[src/hw/sound_pkg.sv]
`default_nettype none
package sound_pkg;
	// ----------------------------------------------------------------
	// Register map (printed offsets not all multiples of four: index*4)
	// ----------------------------------------------------------------
	localparam logic [7:0] IDX_TONE0_LOW   = 8'h10;
	localparam logic [7:0] IDX_TONE0_HIGH  = 8'h11;
	localparam logic [7:0] IDX_TONE1_LOW   = 8'h12;
	localparam logic [7:0] IDX_TONE1_HIGH  = 8'h13;
	localparam logic [7:0] IDX_DAC_SAMPLE  = 8'h14;
	localparam logic [7:0] IDX_CONTROL     = 8'h16;
	localparam logic [7:0] IDX_VOLUME      = 8'h17;
	localparam logic [7:0] IDX_STATUS      = 8'h18;
	localparam logic [7:0] RST_BYTE        = 8'h00;
	localparam logic [3:0] RST_NIBBLE      = 4'h0;
	// ----------------------------------------------------------------
	// Control fields
	// ----------------------------------------------------------------
	localparam int CTL_DAC_FUNC = 0;
	localparam int CTL_BIT1     = 1;
	localparam int CTL_BIT2     = 2;
	localparam int CTL_BIT3     = 3;
	localparam int CTL_CLK_LSB  = 4;
	localparam logic [12:0] TONE_BASE  = 13'h1000;
	localparam logic [6:0]  NOISE_BASE = 7'h40;
	localparam logic [6:0]  SEGMENTS   = 7'h7F;
	localparam logic [16:0] LFSR_SEED  = 17'h00001;
	localparam logic [1:0] MODE_SINGLE = 2'h0;
	localparam logic [1:0] MODE_TWO    = 2'h1;
	localparam logic [1:0] MODE_PUSH   = 2'h3;
	typedef struct packed {
		logic [11:0] chan0_period;
		logic [11:0] chan1_period;
		logic [7:0]  dac_sample;
		logic [7:0]  control;
		logic [7:0]  volume;
	} sound_regs_t;
endpackage : sound_pkg
`default_nettype wire

[src/hw/sound_generator_pwm_dac.sv]
// Operation
// - Sound clock from select field: sys/2,/4,/8,/16, sys, or slow crystal.
// - Tone toggles every 1000H minus period sound clocks: square wave.
// - Control bit 0 one selects DAC, zero selects tone/noise.
// - Tone mode: bit 1 enables channel 0 tone.
// - Tone mode: bit 2 enables channel 1, tone or noise.
// - Tone mode: bit 3 picks noise (one) or tone (zero) on channel 1.
// - Three playing types: two tones, tone plus noise, PCM DAC.
// - Noise clock is sound clock over 40H minus channel 1 low six bits.
// - Four-bit volume per channel; zero silent, n gives n/16 duty.
// - With one channel enabled, volume range doubles to 32 levels.
// - Output runs autonomously until settings change.
// - DAC mode: bit 1 inhibits outputs.
// - DAC mode: bits 3:2 pick single, two-ended or push-pull output.
// - DAC raises reload request each sample; sets sample rate.
// - Eight-bit sample; single-pin mode uses seven bits.
// - Single-pin: zero is half duty on pin 1; pin 0 inverted.
// - Push-pull: zero both low; sign picks which pin pulses high.
`timescale 1ns/100ps
`default_nettype none
module sound_generator_pwm_dac (
	// APB
	input  wire logic        pclk,
	input  wire logic        presetn,
	input  wire logic        psel,
	input  wire logic        penable,
	input  wire logic        pwrite,
	input  wire logic [11:0] paddr,
	input  wire logic [31:0] pwdata,
	input  wire logic [3:0]  pstrb,
	output logic      [31:0] prdata,
	output logic             pready,
	output logic             pslverr,
	// Clock source pin
	input  wire logic        slow_crystal_clock,
	// Sound pins and reload request
	output logic             sound_pin0,
	output logic             sound_pin1,
	output logic             dac_reload_req
);
	// ----------------------------------------------------------------
	// Register bus
	// ----------------------------------------------------------------
	sound_pkg::sound_regs_t regs_q;
	logic [7:0] status_q;
	logic [31:0] prdata_q;
	logic pslverr_q;
	logic pready_q;
	wire        access  = psel && penable;
	wire [7:0]  index   = paddr[9:2];
	wire        aligned = (paddr[1:0] == 2'h0) && (paddr[11:10] == 2'h0);
	wire        hit_t0l = aligned && index == sound_pkg::IDX_TONE0_LOW;
	wire        hit_t0h = aligned && index == sound_pkg::IDX_TONE0_HIGH;
	wire        hit_t1l = aligned && index == sound_pkg::IDX_TONE1_LOW;
	wire        hit_t1h = aligned && index == sound_pkg::IDX_TONE1_HIGH;
	wire        hit_dac = aligned && index == sound_pkg::IDX_DAC_SAMPLE;
	wire        hit_ctl = aligned && index == sound_pkg::IDX_CONTROL;
	wire        hit_vol = aligned && index == sound_pkg::IDX_VOLUME;
	wire        hit_sta = aligned && index == sound_pkg::IDX_STATUS;
	wire        hit_wo  = hit_t0l | hit_t0h | hit_t1l | hit_t1h | hit_dac
			| hit_ctl | hit_vol;
	// Write-only registers read back as zero; status is read-only
	wire        bad     = access && !(pwrite ? hit_wo : (hit_wo | hit_sta));
	wire        wr_en   = access && pready_q && pwrite && pstrb[0];
	wire [7:0]  wb      = pwdata[7:0];
	wire [31:0] rd_val  = hit_sta ? {24'h000000, status_q} : 32'h00000000;

	always_ff @(posedge pclk or negedge presetn) begin
		if (!presetn) begin
			regs_q    <= '0;
			prdata_q  <= 32'h00000000;
			pslverr_q <= 1'b0;
			pready_q  <= 1'b0;
		end else begin
			pready_q  <= access && !pready_q;
			if (wr_en && hit_t0l) regs_q.chan0_period[7:0]  <= wb;
			if (wr_en && hit_t0h) regs_q.chan0_period[11:8] <= wb[3:0];
			if (wr_en && hit_t1l) regs_q.chan1_period[7:0]  <= wb;
			if (wr_en && hit_t1h) regs_q.chan1_period[11:8] <= wb[3:0];
			if (wr_en && hit_dac) regs_q.dac_sample <= wb;
			if (wr_en && hit_ctl) regs_q.control    <= {1'b0, wb[6:0]};
			if (wr_en && hit_vol) regs_q.volume     <= wb;
			prdata_q  <= (access && !pwrite && !pready_q) ? rd_val
					: 32'h00000000;
			pslverr_q <= bad && !pready_q;
		end
	end
	// One wait state, so every bus output comes from a flop
	assign pready  = pready_q;
	assign prdata  = prdata_q;
	assign pslverr = pslverr_q;

	// ----------------------------------------------------------------
	// Sound clock
	// ----------------------------------------------------------------
	logic xtal_s1_q, xtal_s2_q, xtal_s3_q;
	logic [3:0] pre_q;
	logic tick_q;
	wire [2:0] clk_sel = regs_q.control[sound_pkg::CTL_CLK_LSB +: 3];
	logic tick_d;
	always_comb begin
		case (clk_sel)
		3'h0:       tick_d = pre_q[0] == 1'b1;
		3'h1, 3'h5: tick_d = pre_q[1:0] == 2'h3;
		3'h2, 3'h6: tick_d = pre_q[2:0] == 3'h7;
		3'h3:       tick_d = pre_q == 4'hF;
		3'h4:       tick_d = 1'b1;
		default:    tick_d = xtal_s2_q && !xtal_s3_q;
		endcase
	end
	always_ff @(posedge pclk or negedge presetn) begin
		if (!presetn) begin
			xtal_s1_q <= 1'b0;
			xtal_s2_q <= 1'b0;
			xtal_s3_q <= 1'b0;
			pre_q     <= 4'h0;
			tick_q    <= 1'b0;
		end else begin
			xtal_s1_q <= slow_crystal_clock;
			xtal_s2_q <= xtal_s1_q;
			xtal_s3_q <= xtal_s2_q;
			pre_q     <= pre_q + 4'h1;
			tick_q    <= tick_d;
		end
	end

	// ----------------------------------------------------------------
	// Tone, noise and sample-rate dividers
	// ----------------------------------------------------------------
	wire dac_mode = regs_q.control[sound_pkg::CTL_DAC_FUNC];
	logic [11:0] div0_q, div1_q;
	logic [5:0]  ndiv_q;
	logic        sq0_q, sq1_q;
	logic [16:0] lfsr_q;
	// Divider reloads at period so it runs 1000H minus period ticks
	wire wrap0 = tick_q && div0_q == 12'hFFF;
	wire wrap1 = tick_q && div1_q == 12'hFFF;
	wire nwrap = tick_q && ndiv_q == 6'h3F;
	always_ff @(posedge pclk or negedge presetn) begin
		if (!presetn) begin
			div0_q <= 12'h000;
			div1_q <= 12'h000;
			ndiv_q <= 6'h00;
			sq0_q  <= 1'b0;
			sq1_q  <= 1'b0;
			lfsr_q <= sound_pkg::LFSR_SEED;
		end else begin
			if (wrap0) begin
				div0_q <= regs_q.chan0_period;
				sq0_q  <= !sq0_q;
			end else if (tick_q) begin
				div0_q <= div0_q + 12'h001;
			end
			if (wrap1) begin
				div1_q <= regs_q.chan1_period;
				sq1_q  <= !sq1_q;
			end else if (tick_q) begin
				div1_q <= div1_q + 12'h001;
			end
			if (nwrap) begin
				ndiv_q <= regs_q.chan1_period[5:0];
				lfsr_q <= {lfsr_q[15:0], lfsr_q[16] ^ lfsr_q[13]};
			end else if (tick_q) begin
				ndiv_q <= ndiv_q + 6'h01;
			end
		end
	end

	// ----------------------------------------------------------------
	// DAC segment counter; a repeat counter loaded from channel 1 high bits counts PWM repeats
	// ----------------------------------------------------------------
	logic [6:0] seg_q;
	logic [7:0] sample_q;
	logic       reload_q;
	// Noise divider sets segment rate; channel 1 high divider sets
	// repeats per sample
	wire seg_end = nwrap && seg_q == sound_pkg::SEGMENTS;
	logic [5:0] rep_q;
	wire sample_end = seg_end && rep_q == 6'h3F;
	always_ff @(posedge pclk or negedge presetn) begin
		if (!presetn) begin
			seg_q    <= 7'h00;
			rep_q    <= 6'h00;
			sample_q <= sound_pkg::RST_BYTE;
			reload_q <= 1'b0;
		end else begin
			if (nwrap) seg_q <= seg_q + 7'h01;
			if (sample_end) rep_q <= regs_q.chan1_period[11:6];
			else if (seg_end) rep_q <= rep_q + 6'h01;
			// Latch the sample at period start so pulses stay whole
			if (sample_end) sample_q <= regs_q.dac_sample;
			reload_q <= dac_mode && sample_end;
		end
	end

	// ----------------------------------------------------------------
	// Volume and output mixing
	// ----------------------------------------------------------------
	logic [3:0] vol_ph_q;
	wire en0 = regs_q.control[sound_pkg::CTL_BIT1];
	wire en1 = regs_q.control[sound_pkg::CTL_BIT2];
	wire nsel = regs_q.control[sound_pkg::CTL_BIT3];
	wire src1 = nsel ? lfsr_q[0] : sq1_q;
	wire [3:0] chan0_volume = regs_q.volume[3:0];
	wire [3:0] chan1_volume = regs_q.volume[7:4];
	// Volume gates the waveform with an n/16 duty pulse
	wire gate0 = vol_ph_q < chan0_volume;
	wire gate1 = vol_ph_q < chan1_volume;
	wire tone0 = en0 && sq0_q && gate0;
	wire tone1 = en1 && src1 && gate1;
	// One channel alone drives both pins: twice the swing, 32 levels
	wire only0 = en0 && !en1;
	wire only1 = en1 && !en0;
	wire t_pin0 = only1 ? tone1 : tone0;
	wire t_pin1 = only0 ? tone0 : tone1;

	wire [1:0] out_mode    = regs_q.control[3:2];
	wire       out_inhibit = regs_q.control[sound_pkg::CTL_BIT1];
	wire       neg   = sample_q[7];
	wire [6:0] mag   = neg ? 7'(-sample_q) : sample_q[6:0];
	wire       pulse = seg_q < mag;
	// Seven-bit signed sample as offset binary: 0 gives 64 of 128
	wire [6:0] sp    = {~sample_q[6], sample_q[5:0]};
	wire       sp_hi = seg_q < sp;
	logic d_pin0, d_pin1;
	always_comb begin
		case (out_mode)
		sound_pkg::MODE_SINGLE: begin
			d_pin1 = sp_hi;
			d_pin0 = !sp_hi;
		end
		sound_pkg::MODE_TWO: begin
			d_pin1 = !neg && pulse;
			d_pin0 = !(neg && pulse);
		end
		sound_pkg::MODE_PUSH: begin
			d_pin1 = !neg && pulse;
			d_pin0 = neg && pulse;
		end
		default: begin
			d_pin1 = 1'b0;
			d_pin0 = 1'b0;
		end
		endcase
	end

	logic pin0_q, pin1_q;
	always_ff @(posedge pclk or negedge presetn) begin
		if (!presetn) begin
			vol_ph_q <= 4'h0;
			pin0_q   <= 1'b0;
			pin1_q   <= 1'b0;
			status_q <= sound_pkg::RST_BYTE;
		end else begin
			if (tick_q) vol_ph_q <= vol_ph_q + 4'h1;
			if (dac_mode) begin
				pin0_q <= !out_inhibit && d_pin0;
				pin1_q <= !out_inhibit && d_pin1;
			end else begin
				pin0_q <= t_pin0;
				pin1_q <= t_pin1;
			end
			status_q <= {4'h0, lfsr_q[0], sq1_q, sq0_q, dac_mode};
		end
	end
	assign sound_pin0     = pin0_q;
	assign sound_pin1     = pin1_q;
	assign dac_reload_req = reload_q;

	// ----------------------------------------------------------------
	// Checks
	// ----------------------------------------------------------------
	a_inhibit_quiet: assert property (
		@(posedge pclk) disable iff (!presetn)
		$past(dac_mode && out_inhibit)
		|-> !sound_pin0 && !sound_pin1)
		else $error("inhibited DAC drove a pin");

	a_push_exclusive: assert property (
		@(posedge pclk) disable iff (!presetn)
		$past(dac_mode && out_mode == sound_pkg::MODE_PUSH)
		|-> !(sound_pin0 && sound_pin1))
		else $error("push-pull drove both pins");

	a_reload_pulse: assert property (
		@(posedge pclk) disable iff (!presetn)
		dac_reload_req
		|=> !dac_reload_req)
		else $error("reload request longer than a cycle");

	a_reload_mode: assert property (
		@(posedge pclk) disable iff (!presetn)
		dac_reload_req
		|-> $past(dac_mode))
		else $error("reload outside DAC mode");

	a_tone_off: assert property (
		@(posedge pclk) disable iff (!presetn)
		$past(!dac_mode && !en0 && !en1)
		|-> !sound_pin0 && !sound_pin1)
		else $error("disabled channels produced sound");

	a_silent_vol: assert property (
		@(posedge pclk) disable iff (!presetn)
		$past(!dac_mode && chan0_volume == 4'h0 && chan1_volume == 4'h0)
		|-> !sound_pin0 && !sound_pin1)
		else $error("zero volume produced sound");

	a_single_inv: assert property (
		@(posedge pclk) disable iff (!presetn)
		$past(dac_mode && !out_inhibit && out_mode == sound_pkg::MODE_SINGLE)
		|-> sound_pin0 != sound_pin1)
		else $error("single-pin outputs not inverse");

	a_two_ended: assert property (
		@(posedge pclk) disable iff (!presetn)
		$past(dac_mode && !out_inhibit && out_mode == sound_pkg::MODE_TWO)
		|-> sound_pin0 || !sound_pin1)
		else $error("two-ended pins both wrong");

	a_tone_period: assert property (
		@(posedge pclk) disable iff (!presetn)
		wrap0
		|=> div0_q == $past(regs_q.chan0_period))
		else $error("tone divider did not reload");

	a_tone1_period: assert property (
		@(posedge pclk) disable iff (!presetn)
		wrap1
		|=> div1_q == $past(regs_q.chan1_period))
		else $error("channel 1 divider did not reload");

	a_tone_toggle: assert property (
		@(posedge pclk) disable iff (!presetn)
		wrap0
		|=> sq0_q != $past(sq0_q))
		else $error("tone square did not toggle");

	a_noise_reload: assert property (
		@(posedge pclk) disable iff (!presetn)
		nwrap
		|=> ndiv_q == $past(regs_q.chan1_period[5:0]))
		else $error("noise divider did not reload");

	a_sample_latch: assert property (
		@(posedge pclk) disable iff (!presetn)
		sample_end
		|=> sample_q == $past(regs_q.dac_sample))
		else $error("sample not taken at period end");

	a_repeat_load: assert property (
		@(posedge pclk) disable iff (!presetn)
		sample_end
		|=> rep_q == $past(regs_q.chan1_period[11:6]))
		else $error("repeat count not reloaded");

	a_reserved_quiet: assert property (
		@(posedge pclk) disable iff (!presetn)
		$past(dac_mode && out_mode == 2'h2)
		|-> !sound_pin0 && !sound_pin1)
		else $error("reserved output mode drove a pin");

	a_push_zero: assert property (
		@(posedge pclk) disable iff (!presetn)
		$past(dac_mode && out_mode == sound_pkg::MODE_PUSH && sample_q == 8'h00)
		|-> !sound_pin0 && !sound_pin1)
		else $error("push-pull zero sample drove a pin");

	a_two_positive: assert property (
		@(posedge pclk) disable iff (!presetn)
		$past(dac_mode && !out_inhibit && out_mode == sound_pkg::MODE_TWO && !neg)
		|-> sound_pin0)
		else $error("two-ended positive sample dropped pin 0");

	a_single_chan: assert property (
		@(posedge pclk) disable iff (!presetn)
		$past(!dac_mode && en0 && !en1)
		|-> sound_pin0 == sound_pin1)
		else $error("lone channel did not drive both pins");
endmodule : sound_generator_pwm_dac
`default_nettype wire

[config.mk]
export PLATFORM = sky130hd
export DESIGN_NAME = sound_generator_pwm_dac
export DESIGN_NICKNAME = d
export VERILOG_FILES = /design/src/hw/sound_pkg.sv /design/src/hw/sound_generator_pwm_dac.sv
export SDC_FILE = /design/constraint.sdc
export NUM_CORES = 1
export LEC_CHECK = 0
export ABC_CLOCK_PERIOD_IN_PS = 2430
export CORE_MARGIN = 2
export CORE_UTILIZATION = 55
export DETAILED_ROUTE_END_ITERATION = 12
export DONT_BUFFER_PORTS = 1
export PLACE_DENSITY = 0.79
export SLEW_MARGIN = 20
export SYNTH_ARGS = -nofsm -noshare
export SYNTH_HDL_FRONTEND = slang
export SYNTH_SLANG_ARGS = --single-unit
[constraint.sdc]
create_clock -name pclk -period 2.43 [get_ports pclk]
set_input_delay 0.6075 -clock pclk [delete_from_list [all_inputs] [get_ports pclk]]
set_output_delay 0.6075 -clock pclk [all_outputs]
set_load 0.01 [all_outputs]
# == Yosys cells after proc, flatten, opt, wreduce, memory -nomap -nowiden ==
# Cells that the tools add are included.
# op_classes
n_addsub,8
mul,0
div,0
magnitude_cmp,4
n_eq_ne,24
shift,0
n_mux,20
bitwise,9
n_reduce_logical,64
# ops
operator,count
$eq A8 B5 Y1 const B,8
$mux W12,4
$logic_and A1 B1 Y1,42
$add A12 B1 Y12 const B,2
$eq A12 B12 Y1 const B,2
$mux W6,4
$lt A7 B7 Y1,2
$add A6 B1 Y6 const B,2
$eq A3 B3 Y1 const B,4
$eq A6 B6 Y1 const B,2
$logic_not A1 Y1,11
$add A4 B1 Y4 const B,2
$lt A4 B4 Y1,2
$mux W4,2
$reduce_bool A2 Y1,4
$add A7 B1 Y7 const B,1
$eq A7 B7 Y1 const B,1
$mux W7,1
$neg A7 Y7,1
$or A1 B1 Y1,7
$eq A3 B2 Y1 const B,2
$logic_not A2 Y1,3
$mux W1,6
$reduce_or A2 Y1,3
10 further kinds,11
# word_totals
reg_bits,142
latch_bits,0
ramBits,0
rom_bits,0
input_bits,54
n_memories,0

# == Logic depth before layout (Yosys ltp) ==
# Gate-level depths: netlist of run 1.
# logic_depth
word_depth,14
depth_mapped,11
depth_no_buf,11

# == Least setup slack after synthesis of run 1 ==
# Ideal clock, no wire load.
# synth_timing
path_type,input-to-reg
start,in paddr[7]
end,reg regs_q (netlist bit clk_sel[0])
arrival_time_ns,2.088
t_required_ns,2.305
path_slack_ns,0.217
path_stages,5
n_path_buf,0
cell_sequence,nor4b_2 nand4_1 or2_4 nor4b_4 mux2_2
# synth_between
elab_chain_len,3
# synth_rtl
item,line,source
"start, declared",sound_generator_pwm_dac.sv:28,"input wire logic [11:0] paddr,"
$eq A8 B5 Y1,sound_generator_pwm_dac.sv:57,wire hit_ctl = aligned && index == sound_pkg::IDX_CONTROL;
$logic_and A1 B1 Y1,sound_generator_pwm_dac.sv:57,
$logic_and A1 B1 Y1,sound_generator_pwm_dac.sv:81,"if (wr_en && hit_ctl) regs_q.control <= {1'b0, wb[6:0]};"
"end, declared",sound_generator_pwm_dac.sv:44,sound_pkg::sound_regs_t regs_q;
# Every way passes these cells.
# A chain may end at the register's enable or synchronous reset.

# == Worst setup path in the final report of run 1 ==
# layout_timing
start,reg sample_q[1]
end,reg pin0_q (netlist: sound_pin0)
# layout_between
elab_chain_len,8
word_cells_on_any_way,10
cone_classes,add/sub (1); order compare (2); mux (3); reduce/logical (4)
# layout_rtl
item,line,source
"start, declared",sound_generator_pwm_dac.sv:173,logic [7:0] sample_q;
"start signal, assigned",sound_generator_pwm_dac.sv:184,sample_q <= sound_pkg::RST_BYTE;
"start signal, assigned",sound_generator_pwm_dac.sv:191,if (sample_end) sample_q <= regs_q.dac_sample;
$neg A7 Y7,sound_generator_pwm_dac.sv:220,wire [6:0] mag = neg ? 7'(-sample_q) : sample_q[6:0];
$mux W7,sound_generator_pwm_dac.sv:220,
$lt A7 B7 Y1,sound_generator_pwm_dac.sv:221,wire pulse = seg_q < mag;
$logic_and A1 B1 Y1,"sound_generator_pwm_dac.sv:234, sound_generator_pwm_dac.sv:238",
$logic_not A1 Y1,sound_generator_pwm_dac.sv:234,d_pin0 = !(neg && pulse);
$pmux W1 S3 *,sound_generator_pwm_dac.sv:227,case (out_mode)
$logic_and A1 B1 Y1 *,sound_generator_pwm_dac.sv:257,pin0_q <= !out_inhibit && d_pin0;
$mux W1 *,sound_generator_pwm_dac.sv:256,if (dac_mode) begin
"end signal, assigned",sound_generator_pwm_dac.sv:257,
"end signal, assigned",sound_generator_pwm_dac.sv:260,pin0_q <= t_pin0;
"end, declared",sound_generator_pwm_dac.sv:247,"logic pin0_q, pin1_q;"
# Every way passes the cells marked *; elsewhere a longest branch is shown, timed or not.

==> results of run 1 <==
## worst min-delay path by stage
| stage | end | start |
|---|---|---|
| floorplan | chan0_volume[0]$_DFFE_PN0P_ | presetn |
| global placement | lfsr_q[10]$_DFFE_PN0P_ | presetn |
| detailed placement | lfsr_q[9]$_DFFE_PN0P_ | presetn |
| CTS | lfsr_q[9]$_DFFE_PN0P_ | presetn |
| global route | lfsr_q[14]$_DFFE_PN0P_ | presetn |
| finish | lfsr_q[7]$_DFFE_PN0P_ | presetn |
## final cells by class
class | count | area (um^2)
well taps | 172 | 215
fillers | 965 | 4810
clock inverters | 10 | 88.8
flip-flops and latches | 142 | 3550
repair buffers | 11 | 95.1
clock buffers | 22 | 454
multi-input cells | 419 | 3170
inverters | 22 | 82.6
## sequential cells by signal (all words and copies together) (netlist names), 3 cells and up
signal / flops
div0_q: 12
div1_q: 12
chan0_volume: 4
clk_sel: 3
seg_q: 7
prdata: 4
status_q: 4
rep_q: 6
sample_q: 8
lfsr_q: 17
pre_q: 4
regs_q: 32
vol_ph_q: 4
chan1_volume: 4
ndiv_q: 6
## Yosys cell counts, types with 7 or more instances
| library cell | count | share of area, % |
|---|---|---|
| sky130_fd_sc_hd__ha_1 | 31 | 5.6 |
| sky130_fd_sc_hd__a21oi_1 | 32 | 2.3 |
| sky130_fd_sc_hd__nand3_1 | 22 | 1.6 |
| sky130_fd_sc_hd__clkbuf_1 | 9 | 0.49 |
| sky130_fd_sc_hd__nand2_1 | 42 | 2.3 |
| sky130_fd_sc_hd__mux2_2 | 78 | 13 |
| sky130_fd_sc_hd__mux2i_1 | 13 | 1.9 |
| sky130_fd_sc_hd__a31oi_1 | 7 | 0.63 |
| sky130_fd_sc_hd__inv_1 | 22 | 1.2 |
| sky130_fd_sc_hd__nand4_1 | 12 | 1.1 |
| sky130_fd_sc_hd__nor2_1 | 22 | 1.2 |
| sky130_fd_sc_hd__buf_2 | 7 | 0.50 |
| sky130_fd_sc_hd__xnor2_1 | 12 | 1.5 |
| sky130_fd_sc_hd__buf_4 | 28 | 3.0 |
| sky130_fd_sc_hd__and3_1 | 7 | 0.63 |
| sky130_fd_sc_hd__and4_1 | 9 | 1.1 |
| sky130_fd_sc_hd__xor2_1 | 9 | 1.1 |
| sky130_fd_sc_hd__o21ai_0 | 22 | 1.6 |
| sky130_fd_sc_hd__dfrtp_1 | 141 | 51 |
## layer usage
layer  vias to the layer above  track usage, %
met5                         -               0
met3                        21            5.76
met2                        92            35.3
li1                       2125               -
met4                         0            8.89
met1                      2311            27.8
## metrics by stage
stage	setup slack (ps)	area (um^2)	power, W	util [%]
after floorplan	217	7060	0.00274	-
after global placement	143	7090	0.00273	56.9
after detailed placement	66.1	7090	0.00275	56.9
after CTS	56.8	7630	0.00514	61.2
after global routing	-27.5	7660	0.00531	61.4
final	155	7660	0.00512	61.4
## worst register-to-register path, delay by kind of cell (launching register included)
family | cells | cell delay [ps]
compound gates | 4 | 680
simple gates | 2 | 170
buf+inv | 1 | 100
fa+ha+maj | 2 | 470
flops | 1 | 380
xor+xnor | 2 | 350
## cell families after synthesis
group | share of synthesized area, %
fa+ha+maj | 5.57
flops | 51.1
buf+inv | 5.25
simple gates | 12.4
xor+xnor | 2.64
other cells | 0.0539
mux | 14.5
compound gates | 8.50
## repair_timing
action	in CTS	in global routing
endpoints found under the setup margin	0	1
hold endpoints to repair	141	141
gates resized for setup	0	6
## power by group through the flow
| stage | Combinational, W | Sequential, W | Clock (W) |
|---|---|---|---|
| finish | 0.000162 | 0.00256 | 0.00240 |
| global route | 0.000190 | 0.00257 | 0.00254 |
| CTS | 0.000161 | 0.00256 | 0.00243 |
| detailed placement | 0.000160 | 0.00259 | 0 |
| global placement | 0.000147 | 0.00258 | 0 |
| floorplan | 0.000176 | 0.00257 | 0 |
==> qor.txt, run 1 <==
PLACE
----------------------------------------------------------------------------------------------------
HPWL Detailed                                                                                9.13 mm
Count of placed standard cells including taps                                                    766
Gpl congestion                                                                                 0.856
IO Port Bufs                                                                                       0

POWER
----------------------------------------------------------------------------------------------------
Power Dens Cells                                                                         669 nW/um^2
Int Power                                                                                  0.00396 W
Maximum resistive drop on vdd                                                             0.000651 V
Power dissipated by switching net loads                                                    0.00116 W
Sequential group share of total power                                                          50.0%
Leakage power summed over all cells                                                          3.66 nW
Relative contribution of combinational cells to total power                                     3.2%
Clock Power Share                                                                              46.9%
Switching portion of total power                                                               22.6%

LAYOUT
----------------------------------------------------------------------------------------------------
Most frequent cells in the layout                                                       sky130_fd_sc_hd__dfrtp_1, sky130_fd_sc_hd__mux2_2, sky130_fd_sc_hd__nand2_1
Most common cell after layout, fill and taps aside                                      sky130_fd_sc_hd__dfrtp_1
Layout-stage area growth over the synthesis result                                             10.0%
Number of nets at the end of the flow                                                            698
Share of final-layout standard cells stronger than drive strength 1                            21.2%
Number of diodes                                                                                   0
Post-layout instance count excluding filler cells                                                798

CRITICAL PATH
----------------------------------------------------------------------------------------------------
Data required, critical path                                                                 2710 ps
Largest fanout of any net on the critical path                                                     3
Terminus of the critical flop-to-flop path                                              sound_pin0$_DFF_PN0_
FF-to-FF path depth                                                                               11
End point of the critical path                                                          sound_pin0$_DFF_PN0_
Critical Path AT                                                                             2560 ps
Count of buffer and inverter cells on the critical path                                            1
Instance count on the critical path                                                               11
Critical path class                                                                     flop to flop
Worst-path cell chain                                                                   inv_1, ha_2, nand3_2, nand2_1, xnor2_1, ha_1, a211oi_2, o2111ai_1, a21oi_1, xor2_1, o32ai_2
Critical Path Source                                                                    sample_q[1]$_DFFE_PN0P_
Cell with the biggest individual delay on the critical path                             sky130_fd_sc_hd__dfrtp_1
Largest incremental delay on the critical path                                                380 ps
CP startpoint kind                                                                              flop
Capturing element type of the critical path                                                     flop
Worst reg2reg setup slack                                                                     150 ps
Launch instance of the worst register-to-register path                                  sample_q[1]$_DFFE_PN0P_
Delay-heaviest family, CP                                                               compound AO/OA/AOI/OAI gates

SYNTH
----------------------------------------------------------------------------------------------------
Synthesized instance count                                                                       601
Async set-or-reset flop fraction in the synthesized netlist                                     100%
Synth warn                                                                                         0
Distinct cell type count after synthesis                                                          57
Sequential fraction of the synthesis area                                                      51.1%
Syn Std Cell Area                                                                          6960 um^2
Synthesized area per cell                                                                  11.6 um^2
Primary flip-flop cell chosen by synthesis mapping                                      sky130_fd_sc_hd__dfrtp_1
Number of synthesized flops with an enable pin                                                     0
Number of synthesized register bits                                                              142

DETAILED ROUTING
----------------------------------------------------------------------------------------------------
Detailed-route wire length on metal 1                                                        5.76 mm
Post-detailed-route via-to-cell ratio                                                           5.70
Final routed wirelength across all metal layers                                              13.4 mm
Vias after detailed routing                                                                     4549
Routed wire per std cell                                                                     16.7 um
Routed wire length on met3                                                                    594 um
Post-route antenna net violation count                                                             0
Total iterations of the first detailed-routing run                                                 4
Detailed Route Iter0 Violations                                                                  245
Highest routed layer                                                                            met4
# DRC                                                                                              0
Metal2 WL                                                                                    6.73 mm

TIMING
----------------------------------------------------------------------------------------------------
Fmax                                                                                         440 MHz
Hold Worst Slack                                                                             -116 ps
Post-route minimum period                                                                    2280 ps
Worst Clk Skew                                                                               9.36 ps
Sum of negative setup slack                                                                     0 ps
Crit share post-route                                                                          93.6%
Final setup fails                                                                                  0
Final Hold Fails                                                                                 141
Final count of pins violating max slew                                                             0

CLOCKING
----------------------------------------------------------------------------------------------------
Clock-pin slew reported for the worst setup and hold paths after clock tree synthesis          60 ps
Total clock sinks                                                                                142
Latest clock arrival within the worst-skew pair                                               420 ps
Max H-tree Level                                                                                   4
Total setup buffers inserted after CTS                                                             0
Clock tree root driver cell                                                             sky130_fd_sc_hd__clkbuf_16
Number of buffers on the longest clock path                                                        2
TritonCTS buffer count                                                                            17
TritonCTS clock tree                                                                           built

DIE
----------------------------------------------------------------------------------------------------
Die height                                                                                    117 um
Area of the placeable core                                                                12500 um^2
I/O pin cnt                                                                                       91
Standard-cell row count                                                                           41
Starting density of the core                                                                   55.8%
Die Footprint                                                                             13600 um^2
Overall die width                                                                             117 um

HOLD PATH
----------------------------------------------------------------------------------------------------
Class of the worst hold path                                                            input pin to asynchronous set/reset pin

GLOBAL ROUTING
----------------------------------------------------------------------------------------------------
Global Route Usage Sum                                                                         21.7%
Number of antenna violations at the first check in global routing                                  0
Largest net degree at the start of global routing                                                143
Total overflow reported by the global router                                                       0
Vias in the first global route                                                                  4480
Wire length of the first global-routing pass                                                 22.4 mm

OUTCOME
----------------------------------------------------------------------------------------------------
Status                                                                                  finished with violations
Violated checks                                                                          hold timing

FLOW RUN
----------------------------------------------------------------------------------------------------
Max capacitance violation total                                                                    0

Note: power is estimated with default switching activity, not from simulation.
==> run 2, diff against run 1 <==
- CELL_PAD_IN_SITES_DETAIL_PLACEMENT: default -> 1
- CELL_PAD_IN_SITES_GLOBAL_PLACEMENT: default -> 1
- CORE_UTILIZATION: 55 -> 51
- PLACE_DENSITY: 0.79 -> 0.89
==> qor.txt, run 2 (synthesis gave the netlist of run 1 again) <==
OUTCOME
----------------------------------------------------------------------------------------------------
Status                                                                                  finished with violations
Violated checks                                                                          hold timing

CRITICAL PATH
----------------------------------------------------------------------------------------------------
CP startpoint kind                                                                              flop
Critical Path AT                                                                             2700 ps
Cell with the biggest individual delay on the critical path                             sky130_fd_sc_hd__o21ai_0
Capturing element type of the critical path                                                     flop
Critical path class                                                                     flop to flop
Worst-path cell chain                                                                   inv_2, ha_2, nor2b_1, xnor2_1, ha_1, nand2_1, o21ai_0, a21oi_2, xor2_1, o32ai_2
Delay-heaviest family, CP                                                               compound AO/OA/AOI/OAI gates
Largest fanout of any net on the critical path                                                     3
Largest incremental delay on the critical path                                                480 ps
Data required, critical path                                                                 2760 ps
Count of buffer and inverter cells on the critical path                                            1

LAYOUT
----------------------------------------------------------------------------------------------------
Largest registers ranked by flip-flop count                                             regs_q (32), lfsr_q (17)
Number of nets at the end of the flow                                                            704
Layout-stage area growth over the synthesis result                                             11.8%
Most common cell after layout, fill and taps aside                                      sky130_fd_sc_hd__dfrtp_1
Most frequent cells in the layout                                                       sky130_fd_sc_hd__dfrtp_1, sky130_fd_sc_hd__mux2_2, sky130_fd_sc_hd__nand2_1
Number of diodes                                                                                   0
Max reg flops                                                                                     32
Share of final-layout standard cells stronger than drive strength 1                            23.1%
Largest register by flop count                                                                regs_q

DIE
----------------------------------------------------------------------------------------------------
Area of the placeable core                                                                13300 um^2
Starting density of the core                                                                   52.4%
Die height                                                                                    121 um
Overall die width                                                                             121 um
Standard-cell row count                                                                           42
Die Footprint                                                                             14600 um^2
I/O pin cnt                                                                                       91

CLOCKING
----------------------------------------------------------------------------------------------------
Clock tree root driver cell                                                             sky130_fd_sc_hd__clkbuf_16
Total clock sinks                                                                                142
TritonCTS clock tree                                                                           built
Number of buffers on the longest clock path                                                        2
TritonCTS buffer count                                                                            17
Max H-tree Level                                                                                   4
Latest clock arrival within the worst-skew pair                                               430 ps
Clock-pin slew reported for the worst setup and hold paths after clock tree synthesis          60 ps

DETAILED ROUTING
----------------------------------------------------------------------------------------------------
Routed wire per std cell                                                                     22.1 um
Detailed Route Iter0 Violations                                                                  271
# DRC                                                                                              0
Final routed wirelength across all metal layers                                              17.9 mm
Post-route antenna net violation count                                                             0
Total iterations of the first detailed-routing run                                                 4
Post-detailed-route via-to-cell ratio                                                           5.92
Vias after detailed routing                                                                     4787

FLOW RUN
----------------------------------------------------------------------------------------------------
Max capacitance violation total                                                                    0

POWER
----------------------------------------------------------------------------------------------------
Maximum resistive drop on vdd                                                             0.000823 V
Leakage power summed over all cells                                                          3.72 nW
Power Dens Cells                                                                         694 nW/um^2
Pwr Total                                                                                  0.00540 W

TIMING
----------------------------------------------------------------------------------------------------
Slack of the critical path                                                                   55.8 ps
Worst Clk Skew                                                                               11.3 ps
Fmax                                                                                         421 MHz
Worst-margin pin slew                                                                         585 ps
Final count of pins violating max slew                                                             0
Crit share post-route                                                                          97.7%
Sum of negative setup slack                                                                     0 ps
Hold Worst Slack                                                                             -120 ps
Relative slew margins                                                                          60.6%
Final Hold Fails                                                                                 141
Final setup fails                                                                                  0
Post-route minimum period                                                                    2370 ps

GLOBAL ROUTING
----------------------------------------------------------------------------------------------------
Largest net degree at the start of global routing                                                143
Number of antenna violations at the first check in global routing                                  0
Vias in the first global route                                                                  5288
Global Route Usage Sum                                                                         26.1%
Total overflow reported by the global router                                                       0
Wire length of the first global-routing pass                                                 28.6 mm

PLACE
----------------------------------------------------------------------------------------------------
IO Port Bufs                                                                                       0
Minimum setup slack after placement                                                          8.53 ps
HPWL Detailed                                                                                11.0 mm
Gpl congestion                                                                                 0.822

HOLD PATH
----------------------------------------------------------------------------------------------------
Class of the worst hold path                                                            input pin to asynchronous set/reset pin

==> run 2: cell count changes in the layout (fill, tap and decap cells not counted), sizes merged <==
cell      previous run  this run
buf                 11        17
bufinv               1         3
clkinv               4         6
clkinvlp             4         2
clkbuf              22        21
inv                 23        22
==> run 2: per-stage QoR <==
stage | util [%] | hold WS [ps] | cell area [um^2] | cells
after CTS | 58.1 | -146 | 7720 | 805
final | 58.5 | -120 | 7780 | 808
after detailed placement | 53.5 | 315 | 7120 | 773
after global placement | 53.5 | 316 | 7120 | 773
after floorplan | - | 312 | 7060 | 628
after global routing | 58.5 | -143 | 7780 | 808
==> run 2: worst paths after layout <==
kind,startpoint,endpoint,slack [ps],cells after the start
worst max-delay path,sample_q[1]$_DFFE_PN0P_,sound_pin0$_DFF_PN0_,60,10
worst min-delay path,presetn,prdata[3]$_DFF_PN0_,-120,0
worst max register to register,sample_q[1]$_DFFE_PN0P_,sound_pin0$_DFF_PN0_,60,10
worst min register to register,xtal_s1_q$_DFF_PN0_,xtal_s2_q$_DFF_PN0_,360,0
max in group asynchronous,presetn,regs_q[46]$_DFFE_PN0P_,2330,0
min in group pclk,slow_crystal_clock,xtal_s1_q$_DFF_PN0_,210,0
==> run 2: cell type report <==
class | count | area, um^2
inverter | 22 | 82.6
sequential | 142 | 3550
clock buffer | 21 | 450
clock inverter | 11 | 143
fill | 1331 | 5510
tap | 176 | 220
timing repair buffer | 17 | 140
multi-input combinational | 419 | 3190
==> run 2: routing by layer <==
layer	routed length (um)	share of wire, %	track usage (%)
met1	7110	40	30.1
met2	9560	53	46.0
met3	635	3.6	6.46
met4	573	3.2	10.7
met5	0	0	0
==> run 2: what timing repair did <==
action,4_1_cts,5_1_grt
setup buffers,0,3
endpoints found under the setup margin,1,3
hold endpoints to repair,141,141
resized for setup,2,11
pin swaps,0,6
==> run 2: where the power goes <==
part	switching [W]	internal, W	leakage (nW)	total, W
registers	0.000117	0.00245	1.94	0.00257
clock network	0.00101	0.00164	0.287	0.00265
logic	0.0000934	0.0000855	1.50	0.000179
